**src/pkg/pdc_pkg.sv**
```systemverilog
// Constants and types shared by the DMA channel control logic.
package pdc_pkg;

    // Register byte offsets on the plain register port.
    localparam logic [7:0] CFG_OFS = 8'h00;
    localparam logic [7:0] COUNT_OFS = 8'h04;
    localparam logic [7:0] CHADDR_OFS = 8'h08;
    localparam logic [7:0] IRQ_STAT_OFS = 8'h0C;
    localparam logic [7:0] IRQ_MASK_OFS = 8'h10;

    // Field positions in the channel configuration register.
    localparam int CHAIN_BIT = 7;
    localparam int RUN_BIT = 6;
    localparam int SIZE_LSB = 2;
    localparam int SIZE_MSB = 3;
    localparam int DIR_BIT = 1;
    localparam int CHANNEL_RESET_BIT_BIT = 0;

    // Values after reset.
    localparam logic CHANNEL_RESET_BIT_RST = 1'b1;
    localparam logic RUN_RST = 1'b0;
    localparam logic CHAIN_RST = 1'b0;
    localparam logic DIR_RST = 1'b0;
    localparam logic [1:0] SIZE_RST = 2'h0;

    // Transfer size codes.
    localparam logic [1:0] SIZE_SINGLE = 2'h0;
    localparam logic [1:0] SIZE_BURST = 2'h1;
    localparam logic [4:0] BURST_MAX = 5'h10;
    localparam logic [4:0] LEN_ONE = 5'h01;

    // Countdown for a stopped burst: it may still run HALT_CYCLES + 1 cycles in the halt state before it is cut off.
    localparam logic [2:0] HALT_CYCLES = 3'h4;

    // Interrupt event bits.
    localparam int EV_DONE = 0;
    localparam int EV_CHAIN = 1;
    localparam int EV_ERR = 2;
    localparam int NUM_EV = 3;

    typedef enum logic [1:0] {ST_IDLE, ST_FETCH, ST_XFER, ST_HALT} pdc_state_type;
    typedef enum logic [1:0] {EN_IDLE, EN_BUSY, EN_HALT} pdc_eng_state_type;

endpackage

```
**src/logic/pdc_channel.sv**
```systemverilog
// DMA channel control: configuration byte, chaining, start and stop of transfers.
//
// Our own choices: strobed register access and the placing of the registers.
`timescale 1ns/100ps
module pdc_channel #(
    parameter int CW = 16
) (
    input wire logic clk_i,
    input wire logic rst_n_i,
    input wire logic [7:0] reg_addr_i,
    input wire logic [31:0] reg_wdata_i,
    input wire logic reg_wr_i,
    input wire logic reg_rd_i,
    output logic [31:0] reg_rdata_o,
    output logic desc_req_o,
    output logic [31:0] desc_addr_o,
    input wire logic desc_valid_i,
    input wire logic desc_err_i,
    input wire logic [CW-1:0] desc_count_i,
    input wire logic [31:0] desc_next_i,
    output logic word_req_o,
    output logic word_dir_o,
    output logic [4:0] word_len_o,
    input wire logic word_done_i,
    input wire logic word_err_i,
    output logic irq_o
);

    typedef struct packed {
        pdc_pkg::pdc_state_type st;
        logic channel_reset_bit;
        logic dir;
        logic [1:0] size;
        logic run;
        logic chain;
        logic [CW-1:0] count;
        logic [31:0] chaddr;
        logic desc_req;
        logic start;
        logic [31:0] rdata;
    } pdc_regs_type;

    pdc_regs_type q, d;

    logic wr_cfg, wr_cnt, wr_chaddr, wr_stat, wr_mask;
    logic eng_rst_n, eng_req, eng_halted, eng_err;
    logic [pdc_pkg::NUM_EV-1:0] ev, irq_stat, irq_mask;
    logic [7:0] cfg_byte;

    assign wr_cfg = reg_wr_i && reg_addr_i == pdc_pkg::CFG_OFS;
    assign wr_cnt = reg_wr_i && reg_addr_i == pdc_pkg::COUNT_OFS;
    assign wr_chaddr = reg_wr_i && reg_addr_i == pdc_pkg::CHADDR_OFS;
    assign wr_stat = reg_wr_i && reg_addr_i == pdc_pkg::IRQ_STAT_OFS;
    assign wr_mask = reg_wr_i && reg_addr_i == pdc_pkg::IRQ_MASK_OFS;

    // The engine is held in reset together with the channel.
    assign eng_rst_n = rst_n_i && !q.channel_reset_bit;

    always_comb begin
        cfg_byte = '0;
        cfg_byte[pdc_pkg::CHAIN_BIT] = q.chain;
        cfg_byte[pdc_pkg::RUN_BIT] = q.run;
        cfg_byte[pdc_pkg::SIZE_MSB:pdc_pkg::SIZE_LSB] = q.size;
        cfg_byte[pdc_pkg::DIR_BIT] = q.dir;
        cfg_byte[pdc_pkg::CHANNEL_RESET_BIT_BIT] = q.channel_reset_bit;
    end

    always_comb begin
        d = q;
        d.start = 1'b0;
        d.rdata = '0;
        ev = '0;
        if (reg_rd_i) begin
            case (reg_addr_i)
                pdc_pkg::CFG_OFS: d.rdata = {24'h000000, cfg_byte};
                pdc_pkg::COUNT_OFS: d.rdata = 32'(q.count);
                pdc_pkg::CHADDR_OFS: d.rdata = q.chaddr;
                pdc_pkg::IRQ_STAT_OFS: d.rdata = 32'(irq_stat);
                pdc_pkg::IRQ_MASK_OFS: d.rdata = 32'(irq_mask);
                default: d.rdata = '0;
            endcase
        end
        if (word_done_i && eng_req && q.count != '0) begin
            d.count = q.count - CW'(1);
        end
        case (q.st)
            pdc_pkg::ST_IDLE: begin
                if (q.run) begin
                    if (q.count != '0) begin
                        d.st = pdc_pkg::ST_XFER;
                    end else if (q.chain) begin
                        d.st = pdc_pkg::ST_FETCH;
                    end else begin
                        d.run = 1'b0;
                    end
                end
            end
            pdc_pkg::ST_FETCH: begin
                d.desc_req = 1'b1;
                if (desc_err_i) begin
                    d.desc_req = 1'b0;
                    d.run = 1'b0;
                    ev[pdc_pkg::EV_ERR] = 1'b1;
                    d.st = pdc_pkg::ST_IDLE;
                end else if (desc_valid_i) begin
                    d.desc_req = 1'b0;
                    d.count = desc_count_i;
                    d.chaddr = desc_next_i;
                    d.chain = desc_next_i != '0;
                    ev[pdc_pkg::EV_CHAIN] = 1'b1;
                    d.st = pdc_pkg::ST_XFER;
                end else if (!q.run) begin
                    d.desc_req = 1'b0;
                    d.st = pdc_pkg::ST_IDLE;
                end
            end
            pdc_pkg::ST_XFER: begin
                if (!q.run) begin
                    d.st = (eng_req || q.start) ? pdc_pkg::ST_HALT : pdc_pkg::ST_IDLE;
                end else if (eng_err) begin
                    d.run = 1'b0;
                    ev[pdc_pkg::EV_ERR] = 1'b1;
                    d.st = pdc_pkg::ST_IDLE;
                end else if (!eng_req && !q.start) begin
                    if (q.count != '0) begin
                        d.start = 1'b1;
                    end else if (q.chain) begin
                        d.st = pdc_pkg::ST_FETCH;
                    end else begin
                        d.run = 1'b0;
                        ev[pdc_pkg::EV_DONE] = 1'b1;
                        d.st = pdc_pkg::ST_IDLE;
                    end
                end
            end
            pdc_pkg::ST_HALT: begin
                if (eng_err) begin
                    ev[pdc_pkg::EV_ERR] = 1'b1;
                end
                if (!eng_req && !q.start) begin
                    d.st = pdc_pkg::ST_IDLE;
                end
            end
            default: d.st = pdc_pkg::ST_IDLE;
        endcase
        if (wr_cfg) begin
            d.channel_reset_bit = reg_wdata_i[pdc_pkg::CHANNEL_RESET_BIT_BIT];
            d.dir = reg_wdata_i[pdc_pkg::DIR_BIT];
            d.size = reg_wdata_i[pdc_pkg::SIZE_MSB:pdc_pkg::SIZE_LSB];
            if (!reg_wdata_i[pdc_pkg::RUN_BIT]) begin
                d.run = 1'b0;
            end else if (q.count != '0 || q.chain) begin
                d.run = 1'b1;
            end
        end
        if (wr_cnt) begin
            d.count = reg_wdata_i[CW-1:0];
        end
        if (wr_chaddr) begin
            d.chaddr = reg_wdata_i;
            d.chain = reg_wdata_i != '0;
            if (reg_wdata_i != '0) begin
                d.run = 1'b1;
            end
        end
        if (q.channel_reset_bit) begin
            d.st = pdc_pkg::ST_IDLE;
            d.run = pdc_pkg::RUN_RST;
            d.chain = pdc_pkg::CHAIN_RST;
            d.count = '0;
            d.chaddr = '0;
            d.desc_req = 1'b0;
            d.start = 1'b0;
            ev = '0;
        end
    end

    always_ff @(posedge clk_i) begin
        if (!rst_n_i) begin
            q <= '0;
            q.st <= pdc_pkg::ST_IDLE;
            q.channel_reset_bit <= pdc_pkg::CHANNEL_RESET_BIT_RST;
            q.dir <= pdc_pkg::DIR_RST;
            q.size <= pdc_pkg::SIZE_RST;
        end else begin
            q <= d;
        end
    end

    pdc_word_engine #(
        .CW(CW)
    ) u_engine (
        .clk_i(clk_i),
        .rst_n_i(eng_rst_n),
        .start_i(q.start),
        .stop_i(!q.run),
        .size_i(q.size),
        .dir_i(q.dir),
        .remaining_i(q.count),
        .word_done_i(word_done_i),
        .word_err_i(word_err_i),
        .req_o(eng_req),
        .dir_o(word_dir_o),
        .len_o(word_len_o),
        .halted_o(eng_halted),
        .err_o(eng_err)
    );

    pdc_irq_ctrl #(
        .N(pdc_pkg::NUM_EV)
    ) u_irq (
        .clk_i(clk_i),
        .rst_n_i(rst_n_i),
        .event_i(ev),
        .stat_wr_i(wr_stat),
        .mask_wr_i(wr_mask),
        .wdata_i(reg_wdata_i[pdc_pkg::NUM_EV-1:0]),
        .stat_o(irq_stat),
        .mask_o(irq_mask),
        .irq_o(irq_o)
    );

    assign word_req_o = eng_req;
    assign reg_rdata_o = q.rdata;
    assign desc_req_o = q.desc_req;
    assign desc_addr_o = q.chaddr;
endmodule // pdc_channel

```
**src/logic/pdc_irq_ctrl.sv**
```systemverilog
// Sticky interrupt status with write-one-to-clear, mask and one level output.
`timescale 1ns/100ps
module pdc_irq_ctrl #(
    parameter int N = 3
) (
    input wire logic clk_i,
    input wire logic rst_n_i,
    input wire logic [N-1:0] event_i,
    input wire logic stat_wr_i,
    input wire logic mask_wr_i,
    input wire logic [N-1:0] wdata_i,
    output logic [N-1:0] stat_o,
    output logic [N-1:0] mask_o,
    output logic irq_o
);

    typedef struct packed {
        logic [N-1:0] stat;
        logic [N-1:0] mask;
        logic irq;
    } pdc_irq_regs_type;

    pdc_irq_regs_type q, d;

    // A new event wins over a clear written in the same cycle.
    always_comb begin
        d = q;
        if (stat_wr_i) begin
            d.stat = q.stat & ~wdata_i;
        end
        d.stat = d.stat | event_i;
        if (mask_wr_i) begin
            d.mask = wdata_i;
        end
        d.irq = |(d.stat & d.mask);
    end

    always_ff @(posedge clk_i) begin
        if (!rst_n_i) begin
            q <= '0;
        end else begin
            q <= d;
        end
    end

    assign stat_o = q.stat;
    assign mask_o = q.mask;
    assign irq_o = q.irq;

endmodule // pdc_irq_ctrl

```
**src/logic/pdc_word_engine.sv**
```systemverilog
// Word transfer engine: issues one single or burst request and counts its words.
`timescale 1ns/100ps
module pdc_word_engine #(
    parameter int CW = 16
) (
    input wire logic clk_i,
    input wire logic rst_n_i,
    input wire logic start_i,
    input wire logic stop_i,
    input wire logic [1:0] size_i,
    input wire logic dir_i,
    input wire logic [CW-1:0] remaining_i,
    input wire logic word_done_i,
    input wire logic word_err_i,
    output logic req_o,
    output logic dir_o,
    output logic [4:0] len_o,
    output logic halted_o,
    output logic err_o
);

    typedef struct packed {
        pdc_pkg::pdc_eng_state_type st;
        logic req;
        logic dir;
        logic [4:0] len;
        logic [4:0] left;
        logic [2:0] cnt;
        logic halted;
        logic err;
    } pdc_eng_regs_type;

    pdc_eng_regs_type q, d;
    logic [4:0] first_len;

    // Reserved size codes fall back to single words.
    always_comb begin
        first_len = pdc_pkg::LEN_ONE;
        if (size_i == pdc_pkg::SIZE_BURST) begin
            if (remaining_i >= CW'(pdc_pkg::BURST_MAX)) begin
                first_len = pdc_pkg::BURST_MAX;
            end else begin
                first_len = remaining_i[4:0];
            end
        end
    end

    always_comb begin
        d = q;
        d.halted = 1'b0;
        d.err = 1'b0;
        case (q.st)
            pdc_pkg::EN_IDLE: begin
                if (start_i) begin
                    d.req = 1'b1;
                    d.dir = dir_i;
                    d.len = first_len;
                    d.left = first_len;
                    d.st = pdc_pkg::EN_BUSY;
                end
            end
            pdc_pkg::EN_BUSY, pdc_pkg::EN_HALT: begin
                if (word_err_i) begin
                    d.req = 1'b0;
                    d.err = 1'b1;
                    d.st = pdc_pkg::EN_IDLE;
                end else if (word_done_i && q.left == pdc_pkg::LEN_ONE) begin
                    d.left = '0;
                    d.req = 1'b0;
                    d.halted = (q.st == pdc_pkg::EN_HALT);
                    d.st = pdc_pkg::EN_IDLE;
                end else begin
                    if (word_done_i) begin
                        d.left = q.left - 5'h01;
                    end
                    if (q.st == pdc_pkg::EN_BUSY && stop_i) begin
                        d.cnt = pdc_pkg::HALT_CYCLES;
                        d.st = pdc_pkg::EN_HALT;
                    end else if (q.st == pdc_pkg::EN_HALT) begin
                        if (q.cnt == 3'h0) begin
                            d.req = 1'b0;
                            d.halted = 1'b1;
                            d.st = pdc_pkg::EN_IDLE;
                        end else begin
                            d.cnt = q.cnt - 3'h1;
                        end
                    end
                end
            end
            default: begin
                d.req = 1'b0;
                d.st = pdc_pkg::EN_IDLE;
            end
        endcase
    end

    always_ff @(posedge clk_i) begin
        if (!rst_n_i) begin
            q <= '0;
        end else begin
            q <= d;
        end
    end

    assign req_o = q.req;
    assign dir_o = q.dir;
    assign len_o = q.len;
    assign halted_o = q.halted;
    assign err_o = q.err;

endmodule // pdc_word_engine

```
**config.mk**
```make
export PLATFORM = sky130hd
export DESIGN_NAME = pdc_channel
export DESIGN_NICKNAME = d
export VERILOG_FILES = /design/src/pkg/pdc_pkg.sv /design/src/logic/pdc_channel.sv /design/src/logic/pdc_irq_ctrl.sv /design/src/logic/pdc_word_engine.sv
export SDC_FILE = /design/constraint.sdc
export NUM_CORES = 1
export LEC_CHECK = 0
export ABC_AREA = 1
export BUFFER_PORTS_ARGS = -buffer_cell sky130_fd_sc_hd__clkbuf_2
export CAP_MARGIN = 20
export CORE_ASPECT_RATIO = 1.4
export CORE_UTILIZATION = 41
export CTS_CLUSTER_DIAMETER = 80
export DETAILED_ROUTE_END_ITERATION = 10
export HOLD_SLACK_MARGIN = 0.1
export PLACE_DENSITY_LB_ADDON = 0.2
export RECOVER_POWER = 25
export SYNTH_ARGS = -nofsm -noshare
export SYNTH_HDL_FRONTEND = slang
export SYNTH_SLANG_ARGS = --single-unit
```
**constraint.sdc**
```tcl
create_clock -name clk_i -period 3.2 [get_ports clk_i]
set_input_delay 0.64 -clock clk_i [delete_from_list [all_inputs] [get_ports clk_i]]
set_output_delay 0.64 -clock clk_i [all_outputs]
set_load 0.01 [all_outputs]
```
==> results of run 1 <==
[area by class of cell]
| type | instances | area [µm²] |
|---|---|---|
| Fill cell | 1688 | 8170 |
| Tap cell | 196 | 245 |
| Sequential cell | 115 | 2300 |
| Inverter | 122 | 458 |
| Timing Repair Buffer | 173 | 847 |
| Clock buffer | 20 | 457 |
| Antenna cell | 1 | 2.50 |
| Clock inverter | 12 | 156 |
| Multi-Input combinational cell | 643 | 3110 |
[through the flow]
step	utilization, %	std cells	hold WS (ps)	total power [mW]
floorplan	-	984	433	1.51
global placement	44.7	1249	448	1.60
detailed placement	44.7	1249	451	1.60
CTS	48.6	1281	452	3.55
global route	48.1	1282	464	3.62
finish	48.1	1282	456	3.51
[tightest hold or removal path: stages, from the launching register on]
cell	delay, ps
dfxtp_1	320
nand2_1	60
nor2_1	40
[path summary, 6_finish.rpt]
check	from	to	slack (ps)	cells after the start
worst max-delay path	rst_n_i	desc_addr_o[11]	780	6
worst min-delay path	desc_addr_o[25]	reg_rdata_o[25]	460	2
worst max register to register	u_engine.q[17]	u_engine.q[9]	1240	9
worst min register to register	desc_addr_o[25]	reg_rdata_o[25]	460	2
[cells in the final DEF, fill, tap and decap left out, drive strengths merged]
cell,n
buf,4
xor2,1
nor3,19
nand4,19
nand3,37
dfxtp,115
xnor2,3
diode,1
a21boi,1
nor4,3
a31oi,3
clkinvlp,4
or2,1
ha,10
o21bai,1
o2bb2ai,1
o211ai,2
o22ai,3
and2,1
bufinv,3
inv,121
o21a,1
a211oi,2
o21ai,107
clkbuf,189
nor2,107
clkinv,6
a21oi,99
nand3b,3
nand2,219
[sequential cells by signal, indices dropped and copies added, names as in the netlist]
signal / count
q: 19
cfg_byte: 6
u_irq.mask_o: 3
u_engine.dir_o: 1
u_engine.err_o: 1
u_engine.len_o: 5
u_engine.q: 10
u_irq.irq_o: 1
u_irq.stat_o: 3
desc_req_o: 1
reg_rdata_o: 32
desc_addr_o: 32
u_engine.req_o: 1
[routing by layer]
| layer | vias up | GRT usage, % |
|---|---|---|
| met5 | - | 0 |
| met4 | 0 | 9.08 |
| met3 | 31 | 5.18 |
| met2 | 193 | 40.5 |
| met1 | 2892 | 26.7 |
| li1 | 3278 | - |
[cell families after synthesis]
group	count (synthesis)
XOR/XNOR	4
AND/OR/NAND/NOR	409
buffers and inverters	226
flip-flops	115
AO/OA/AOI/OAI	220
adder cells (fa/ha/maj)	10
[where the power goes]
group,leakage [nW],switching [mW],internal (mW)
clock network,0.288,0.685,1.26
logic,2.21,0.0769,0.0524
registers,0.926,0.000136,1.43
==> results_dict.tcl, run 1 <==
set metrics [dict create \
    avgRoutedWirePerCell_um 14.8 \
    core-area_um2 15700 \
    critPathSlowestCell "clkbuf_1" \
    gp_congestion 0.824 \
    slowest_delay_ps 950 \
    critPathKind "in -> reg" \
    cp.required_ps 3540 \
    path_cells "clkbuf_1 > inv_1 > nor2_4 > clkbuf_1 > o21ai_0 > a21oi_1" \
    hold_viol_final 0 \
    synth_top_area_cell "dfxtp_1" \
    io_pins 169 \
    timing.final.ws_setup_ps 784 \
    crit_fanout 28 \
    cts_tree "yes" \
    final_cell_area_um2 7580 \
    numPortBuffers 168 \
    antenna_found_initial 1 \
    syn_inst 984 \
    synth_compound_area_share_pct 17.5 \
    post_cts_buffers 0 \
    cp-end-kind "flip-flop" \
    grt_pass1_vias 5974 \
    rsz0062_at_grt "no" \
    antenna_left 0 \
    start_kind "input port" \
    die_x_um 110 \
    crit_family "buffers and inverters" \
    avgSynthCellArea_um2 6.76 \
    syn2layout_area_growth_pct 13.8 \
    grt_start_max_net_pins 71 \
    cap_violations 0 \
    p_leak_nw 3.43 \
    worst_pin_slew_ps 1290 \
    post-route-period-util_pct 75.5 \
    final_max_slew_viol_count 0 \
    grt_pass1_wl_um 29600 \
    finalClockSkew_ps 6.26 \
    layout-drive-gt1-share_pct 19.9 \
    cts-htree-levels 4 \
    crit_arrival_ps 2750 \
    numCtsBuffers 17 \
    placed_area_um2 7040 \
    ys_ff_latch 115 \
    nets 1178 \
    syn_area_um2 6660 \
    num_vias 6394 \
    critPathBufInv 3 \
    hold_path_class "reg -> reg" \
    synth_cell_type_count 44 \
    yosys.area_share.simple_pct 27.4 \
    min_period_ps 2420 \
    power_density_nw_per_um2 463 \
    die_area_um2 16800 \
    synth_top_family_by_area "simple AND/OR/NAND/NOR gates" \
    tns_ps 0 \
    synth_xor_area_share_pct 0.526 \
    slew_headroom_pct 14.2 \
    ctsHoldBuffers 0 \
    ys_async_sr_fraction_pct 0 \
    start_util_pct 42.3 \
    track_usage_pct 23.1 \
    yosysSeqAreaShare_pct 34.6 \
    synth_area_leaders "dfxtp_1 35%, nand2_1 12%, buf_4 8.0%, a21oi_1 7.2%, o21ai_0 6.5%" \
    cts_root_buf "clkbuf_16" \
    via_per_inst 4.99 \
    cts_resized 0 \
    yosysWarnings 0 \
    synth_common_cells "209 x nand2_1, 115 x dfxtp_1, 115 x inv_1" \
    clkSinkCount 115 \
    wl_met1_um 7960 \
    clkTransAtPathRegs_ps 60 \
    setup_viol 0 \
    clock_latency_ps 410 \
    drc 0 \
    syn_nets 1090 \
    firstDrtPassIters 5 \
    die_h_um 153 \
    max_freq_mhz 414 \
    grt_overflow 0 \
    wirelength_um 19000 \
    synth_flop_cell "dfxtp_1" \
    rows 54 \
    drt-initial-drc-count 325 \
    wl_met3_um 1080 \
    yosysTopAreaCellShare_pct 34.6 \
    dr_wl_met2_um 9490 \
    muxShareOfSynthArea_pct 0 \
    highest_layer "met4" \
    synth_adder_area_share_pct 1.88 \
    synth-edff-count 0 \
    yosysMostFrequentCell "nand2_1" \
    clockBufferDepth 2 \
    post-place-ws_ps 796 \
    path_common_cell "clkbuf_1" \
    peakVddDrop_mv 0.383 \
    dp_hpwl_um 14400 \
    status "finished, final reports clean" \
]
Power figures use the tool's default switching activity.
==> run 2, diff against run 1 <==
- ABC_AREA: 1 -> 0
- clock period: 3.2 -> 2.45 ns (I/O delays scaled with it)
==> run 2 against run 1 <==
- via count shrank 7.5%
- cell count shrank 17%
- sequential power grew 31%
- worst hold slack lost 120 ps
- first-iteration DRC count grew 20%
- largest cell class unchanged
- worst setup slack lost 430 ps
- critical path depth shrank 1
- core utilization grew 1.9 points
- total power grew 26%
- register-to-register slack lost 890 ps
- non-clock buffer count grew 25
- sequential share of layout area grew 0.075 points
==> results_dict.tcl, run 2 <==
set metrics [dict create \
    status "finished, final reports clean" \
    nets 970 \
    num_vias 5912 \
    peakVddDrop_mv 0.470 \
    fill_cells 1516 \
    syn_nets 870 \
    crit_family "simple AND/OR/NAND/NOR gates" \
    drc 0 \
    avgRoutedWirePerCell_um 18.1 \
    post_cts_buffers 0 \
    yosysMostFrequentCell "dfxtp_1" \
    final_max_slew_viol_count 0 \
    min_period_ps 2100 \
    grt_pass1_wl_um 30000 \
    gp_congestion 0.844 \
    clkTransAtPathRegs_ps 60 \
    crit_start "q[79]" \
    ys_async_sr_fraction_pct 0 \
    io_pins 169 \
    yosysSeqAreaShare_pct 36.1 \
    synth_flop_cell "dfxtp_1" \
    die_h_um 150 \
    via_per_inst 5.53 \
    rows 53 \
    syn_inst 764 \
    hold_path_class "in -> reg" \
    finalClockSkew_ps 4.32 \
    critPathSlowestCell "o41ai_1" \
    crit_fanout 5 \
    cts_root_buf "clkbuf_16" \
    dp_hpwl_um 14800 \
    placed_area_um2 7050 \
    diodes 0 \
    p_leak_nw 2.75 \
    antenna_found_initial 0 \
    clock_latency_ps 420 \
    cts_resized 0 \
    grt_overflow 0 \
    hold-path-endpoint "desc_addr_o[28]" \
    clockBufferDepth 2 \
    slowest_delay_ps 600 \
    multi_input_comb_area_um2 3300 \
    die_area_um2 16100 \
    start_kind "flip-flop" \
    worst_pin_slew_ps 642 \
    final_cell_area_um2 7560 \
    antenna_left 0 \
    cap_violations 0 \
    grt_pass1_vias 5680 \
    syn2layout_area_growth_pct 18.5 \
    setup_viol 0 \
    crit_arrival_ps 2440 \
    post-route-period-util_pct 85.7 \
    rsz0062_at_grt "no" \
    synth_area_leaders "dfxtp_1 36%, buf_4 8.4%, a311oi_2 7.1%, nand2_1 5.8%, nor2_1 4.8%" \
    track_usage_pct 24.7 \
    ctsHoldBuffers 0 \
    layout-drive-gt1-share_pct 26.1 \
    final_cell_mix "125 x clkbuf_2, 115 x dfxtp_1, 99 x nand2_1" \
    numPortBuffers 168 \
    critPathKind "reg -> reg" \
    cp.required_ps 2790 \
    register_area_um2 2300 \
    grt_start_max_net_pins 51 \
    path_cells "nor4_1 > nand4_1 > o41ai_1 > nand2_1 > o221ai_1" \
    die_x_um 107 \
    ys_ff_latch 115 \
    avgSynthCellArea_um2 8.35 \
    rr_endpoint "u_irq.irq_o" \
    core-area_um2 15100 \
    yosysTopAreaCellShare_pct 36.1 \
    synth_top_area_cell "dfxtp_1" \
    tns_ps 0 \
    layout_commonest_cell "clkbuf_2" \
    max_freq_mhz 476 \
    rr_startpoint "q[79]" \
    cts_tree "yes" \
    start_util_pct 42.2 \
    critPathBufInv 0 \
    rrSetupSlack_ps 350 \
    yosysWarnings 0 \
    numCtsBuffers 17 \
    holdPathStages 3 \
    cp-end-kind "flip-flop" \
    hold_viol_final 0 \
    wirelength_um 19400 \
    clkSinkCount 115 \
    syn_area_um2 6380 \
    cts-htree-levels 4 \
    power_density_nw_per_um2 584 \
    hold_path_startpoint "desc_next_i[28]" \
    firstDrtPassIters 5 \
    synth-edff-count 0 \
    total_power_mw 4.41 \
    drt-initial-drc-count 389 \
    slew_headroom_pct 57.2 \
    synth_cell_type_count 56 \
    ff2ff_path_depth 5 \
    synth_common_cells "115 x dfxtp_1, 99 x nand2_1, 81 x nor2_1" \
]
run 2: stage by stage:
stage | instances | utilization [%] | hold WS [ps] | setup WS [ps]
3_5_place_dp | 1037 | 46.6 | 453 | 53.3
5_1_grt | 1069 | 50.0 | 332 | 239
3_3_place_gp | 1037 | 46.6 | 446 | 94.3
2_1_floorplan | 764 | - | 432 | 224
6_report | 1069 | 50.0 | 337 | 350
4_1_cts | 1069 | 50.3 | 325 | 355
run 2: logic make-up after synthesis:
group	Yosys count	share of synthesized area [%]
and+or+nand+nor	331	26.2
muxes	14	2.20
buffers and inverters	132	12.6
xor gates and xnor gates	11	1.51
AOI/OAI and AO/OA	151	19.4
DFF	115	36.1
adders and majority gates	10	1.96
run 2: power by group:
group	switching, mW	internal (mW)
combinational	0.104	0.0754
clock	0.964	1.40
sequential	0.000130	1.87
run 2: how the worst max path moves through the flow:
stage	endpoint	cells after the start
3_5_place_dp	q[79]	8
6_report	u_irq.irq_o	5
5_1_grt	u_irq.irq_o	5
2_1_floorplan	desc_addr_o[10]	8
4_1_cts	u_irq.irq_o	5
3_3_place_gp	q[79]	8
run 2: layout make-up:
cell class,instances,area share [%]
Multi-Input combinational cell,517,43.7
Sequential cell,115,30.5
Timing Repair Buffer,198,14.6
Clock buffer,17,5.63
Tap cell,192,3.18
Clock inverter,15,1.77
Inverter,15,0.745
run 2: per-layer routing:
layer,GRT usage [%],vias to the layer above,share of wire (%)
met3,6.36,48,6.9
met5,0,-,0
met1,26.2,2764,37
met2,44.7,223,52
met4,12.5,0,3.8
li1,-,2877,-
run 2: worst min-delay path, delay by kind of cell:
kind	cells	cell delay, ps
AO/OA/AOI/OAI	1	70
buffers and inverters	1	90
AND/OR/NAND/NOR	1	50
==> run 3, diff against run 2 <==
- ABC_CLOCK_PERIOD_IN_PS: default -> 2450
- CELL_PAD_IN_SITES_DETAIL_PLACEMENT: default -> 0
- CELL_PAD_IN_SITES_GLOBAL_PLACEMENT: default -> 2
- CORE_UTILIZATION: 41 -> 31
==> run 3 against run 2 <==
- sequential cell count stayed put
- core utilization is 11 points lower
- clock-buffer cell count is 1 higher
- global-route usage is 3.9 points lower
- worst setup slack better by 130 ps
- total power is 8.2% higher
- register-to-register slack better by 130 ps
- critical path type unchanged
- largest power group unchanged
==> results_dict.tcl, run 3 (same netlist as run 2, synthesis figures left out) <==
set metrics [dict create \
    via_per_inst 5.22 \
    avgRoutedWirePerCell_um 19.1 \
    layout-drive-gt1-share_pct 25.9 \
    final_cell_area_um2 7710 \
    cp-end-kind "flip-flop" \
    status "finished, final reports clean" \
    power_density_nw_per_um2 619 \
    antenna_left 0 \
    max_freq_mhz 507 \
    grt_start_max_net_pins 51 \
    nets 971 \
    rsz0062_at_grt "no" \
    cts_resized 0 \
    clock_latency_ps 430 \
    track_usage_pct 20.8 \
    post-place-ws_ps 51.3 \
    worst_pin_slew_ps 532 \
    cts_root_buf "clkbuf_16" \
    die_x_um 123 \
    slew_headroom_pct 64.5 \
    ctsHoldBuffers 0 \
    core-area_um2 20000 \
    post_cts_buffers 0 \
    num_vias 5895 \
    peakVddDrop_mv 0.448 \
    grt_pass1_wl_um 32800 \
    start_util_pct 31.9 \
    fill_cells 2107 \
    hold_viol_final 0 \
    diodes 0 \
    critPathKind "reg -> reg" \
    p_leak_nw 2.78 \
    die_area_um2 21200 \
    grt_busiest_layer "met2" \
    crit_arrival_ps 2280 \
    clkTransAtPathRegs_ps 60 \
    cap_violations 0 \
    total_power_mw 4.77 \
    die_h_um 172 \
    start_kind "flip-flop" \
    numPortBuffers 168 \
    syn2layout_area_growth_pct 20.9 \
    met2_usage_pct 37.9 \
    placed_area_um2 7130 \
    io_pins 169 \
    crit_fanout 11 \
    cts_tree "yes" \
    timing.final.ws_setup_ps 478 \
    drc 0 \
    met1_usage_pct 22.9 \
    met3_usage_pct 3.61 \
    drt-initial-drc-count 326 \
    min_period_ps 1970 \
    clkSinkCount 115 \
    cp.required_ps 2750 \
    final_max_slew_viol_count 0 \
    hold_path_class "in -> reg" \
    antenna_found_initial 0 \
    wirelength_um 21600 \
    rows 61 \
    dp_hpwl_um 16700 \
    layout_commonest_cell "clkbuf_2" \
    firstDrtPassIters 4 \
    grt_overflow 0 \
    numCtsBuffers 17 \
    post-route-period-util_pct 80.5 \
    final_cell_mix "123 x clkbuf_2, 115 x dfxtp_1, 99 x nand2_1" \
    setup_viol 0 \
    grt_pass1_vias 5973 \
    clockBufferDepth 2 \
    hold_slack_ps 329 \
    finalClockSkew_ps 9.98 \
    gp_congestion 0.829 \
    tns_ps 0 \
    cts-htree-levels 4 \
]
run 3: final timing paths:
path                                        start           endpoint  slack (ps)  cells past startpoint
worst max-delay path               u_engine.q[17]      u_engine.q[3]         480                      7
worst min-delay path              desc_next_i[28]    desc_addr_o[28]         330                      3
worst max register to register     u_engine.q[17]      u_engine.q[3]         480                      7
worst min register to register  u_engine.len_o[2]  u_engine.len_o[2]         450                      2
run 3: critical path, stage by stage, from the launching register on:
cell and delay [ps]:
dfxtp_1 360, inv_1 90, ha_1 330, nand2b_1 80, a41o_1 340, a21oi_1 360, mux2i_1 230, nor2_1 60
run 3: power by group:
part / internal [mW] / switching, mW / leakage [nW]
registers: 1.87 / 0.000135 / 0.926
logic: 0.0753 / 0.106 / 1.56
clock network: 1.72 / 1.00 / 0.302
total: 3.66 / 1.11 / 2.78
run 3: through the flow:
step / util, % / std cells
4_1_cts: 38.8 / 1130
5_1_grt: 38.5 / 1130
3_3_place_gp: 35.7 / 1098
6_report: 38.5 / 1130
3_5_place_dp: 35.7 / 1098
2_1_floorplan: - / 764
run 3: metal layers:
layer | share of wire, % | vias up
met5 | 0 | -
met4 | 2.9 | 0
met3 | 4.7 | 39
met2 | 53 | 173
met1 | 40 | 2816
li1 | - | 2867
run 3: cell type report:
cell class                 instances  area, µm²  area share, %
timing repair buffer             199       1100           14.3
inverter                          15       56.3          0.730
sequential                       115       2300           29.9
clock buffer                      18        429           5.57
tap                              252        315           4.09
clock inverter                    14        201           2.61
multi-input combinational        517       3300           42.8
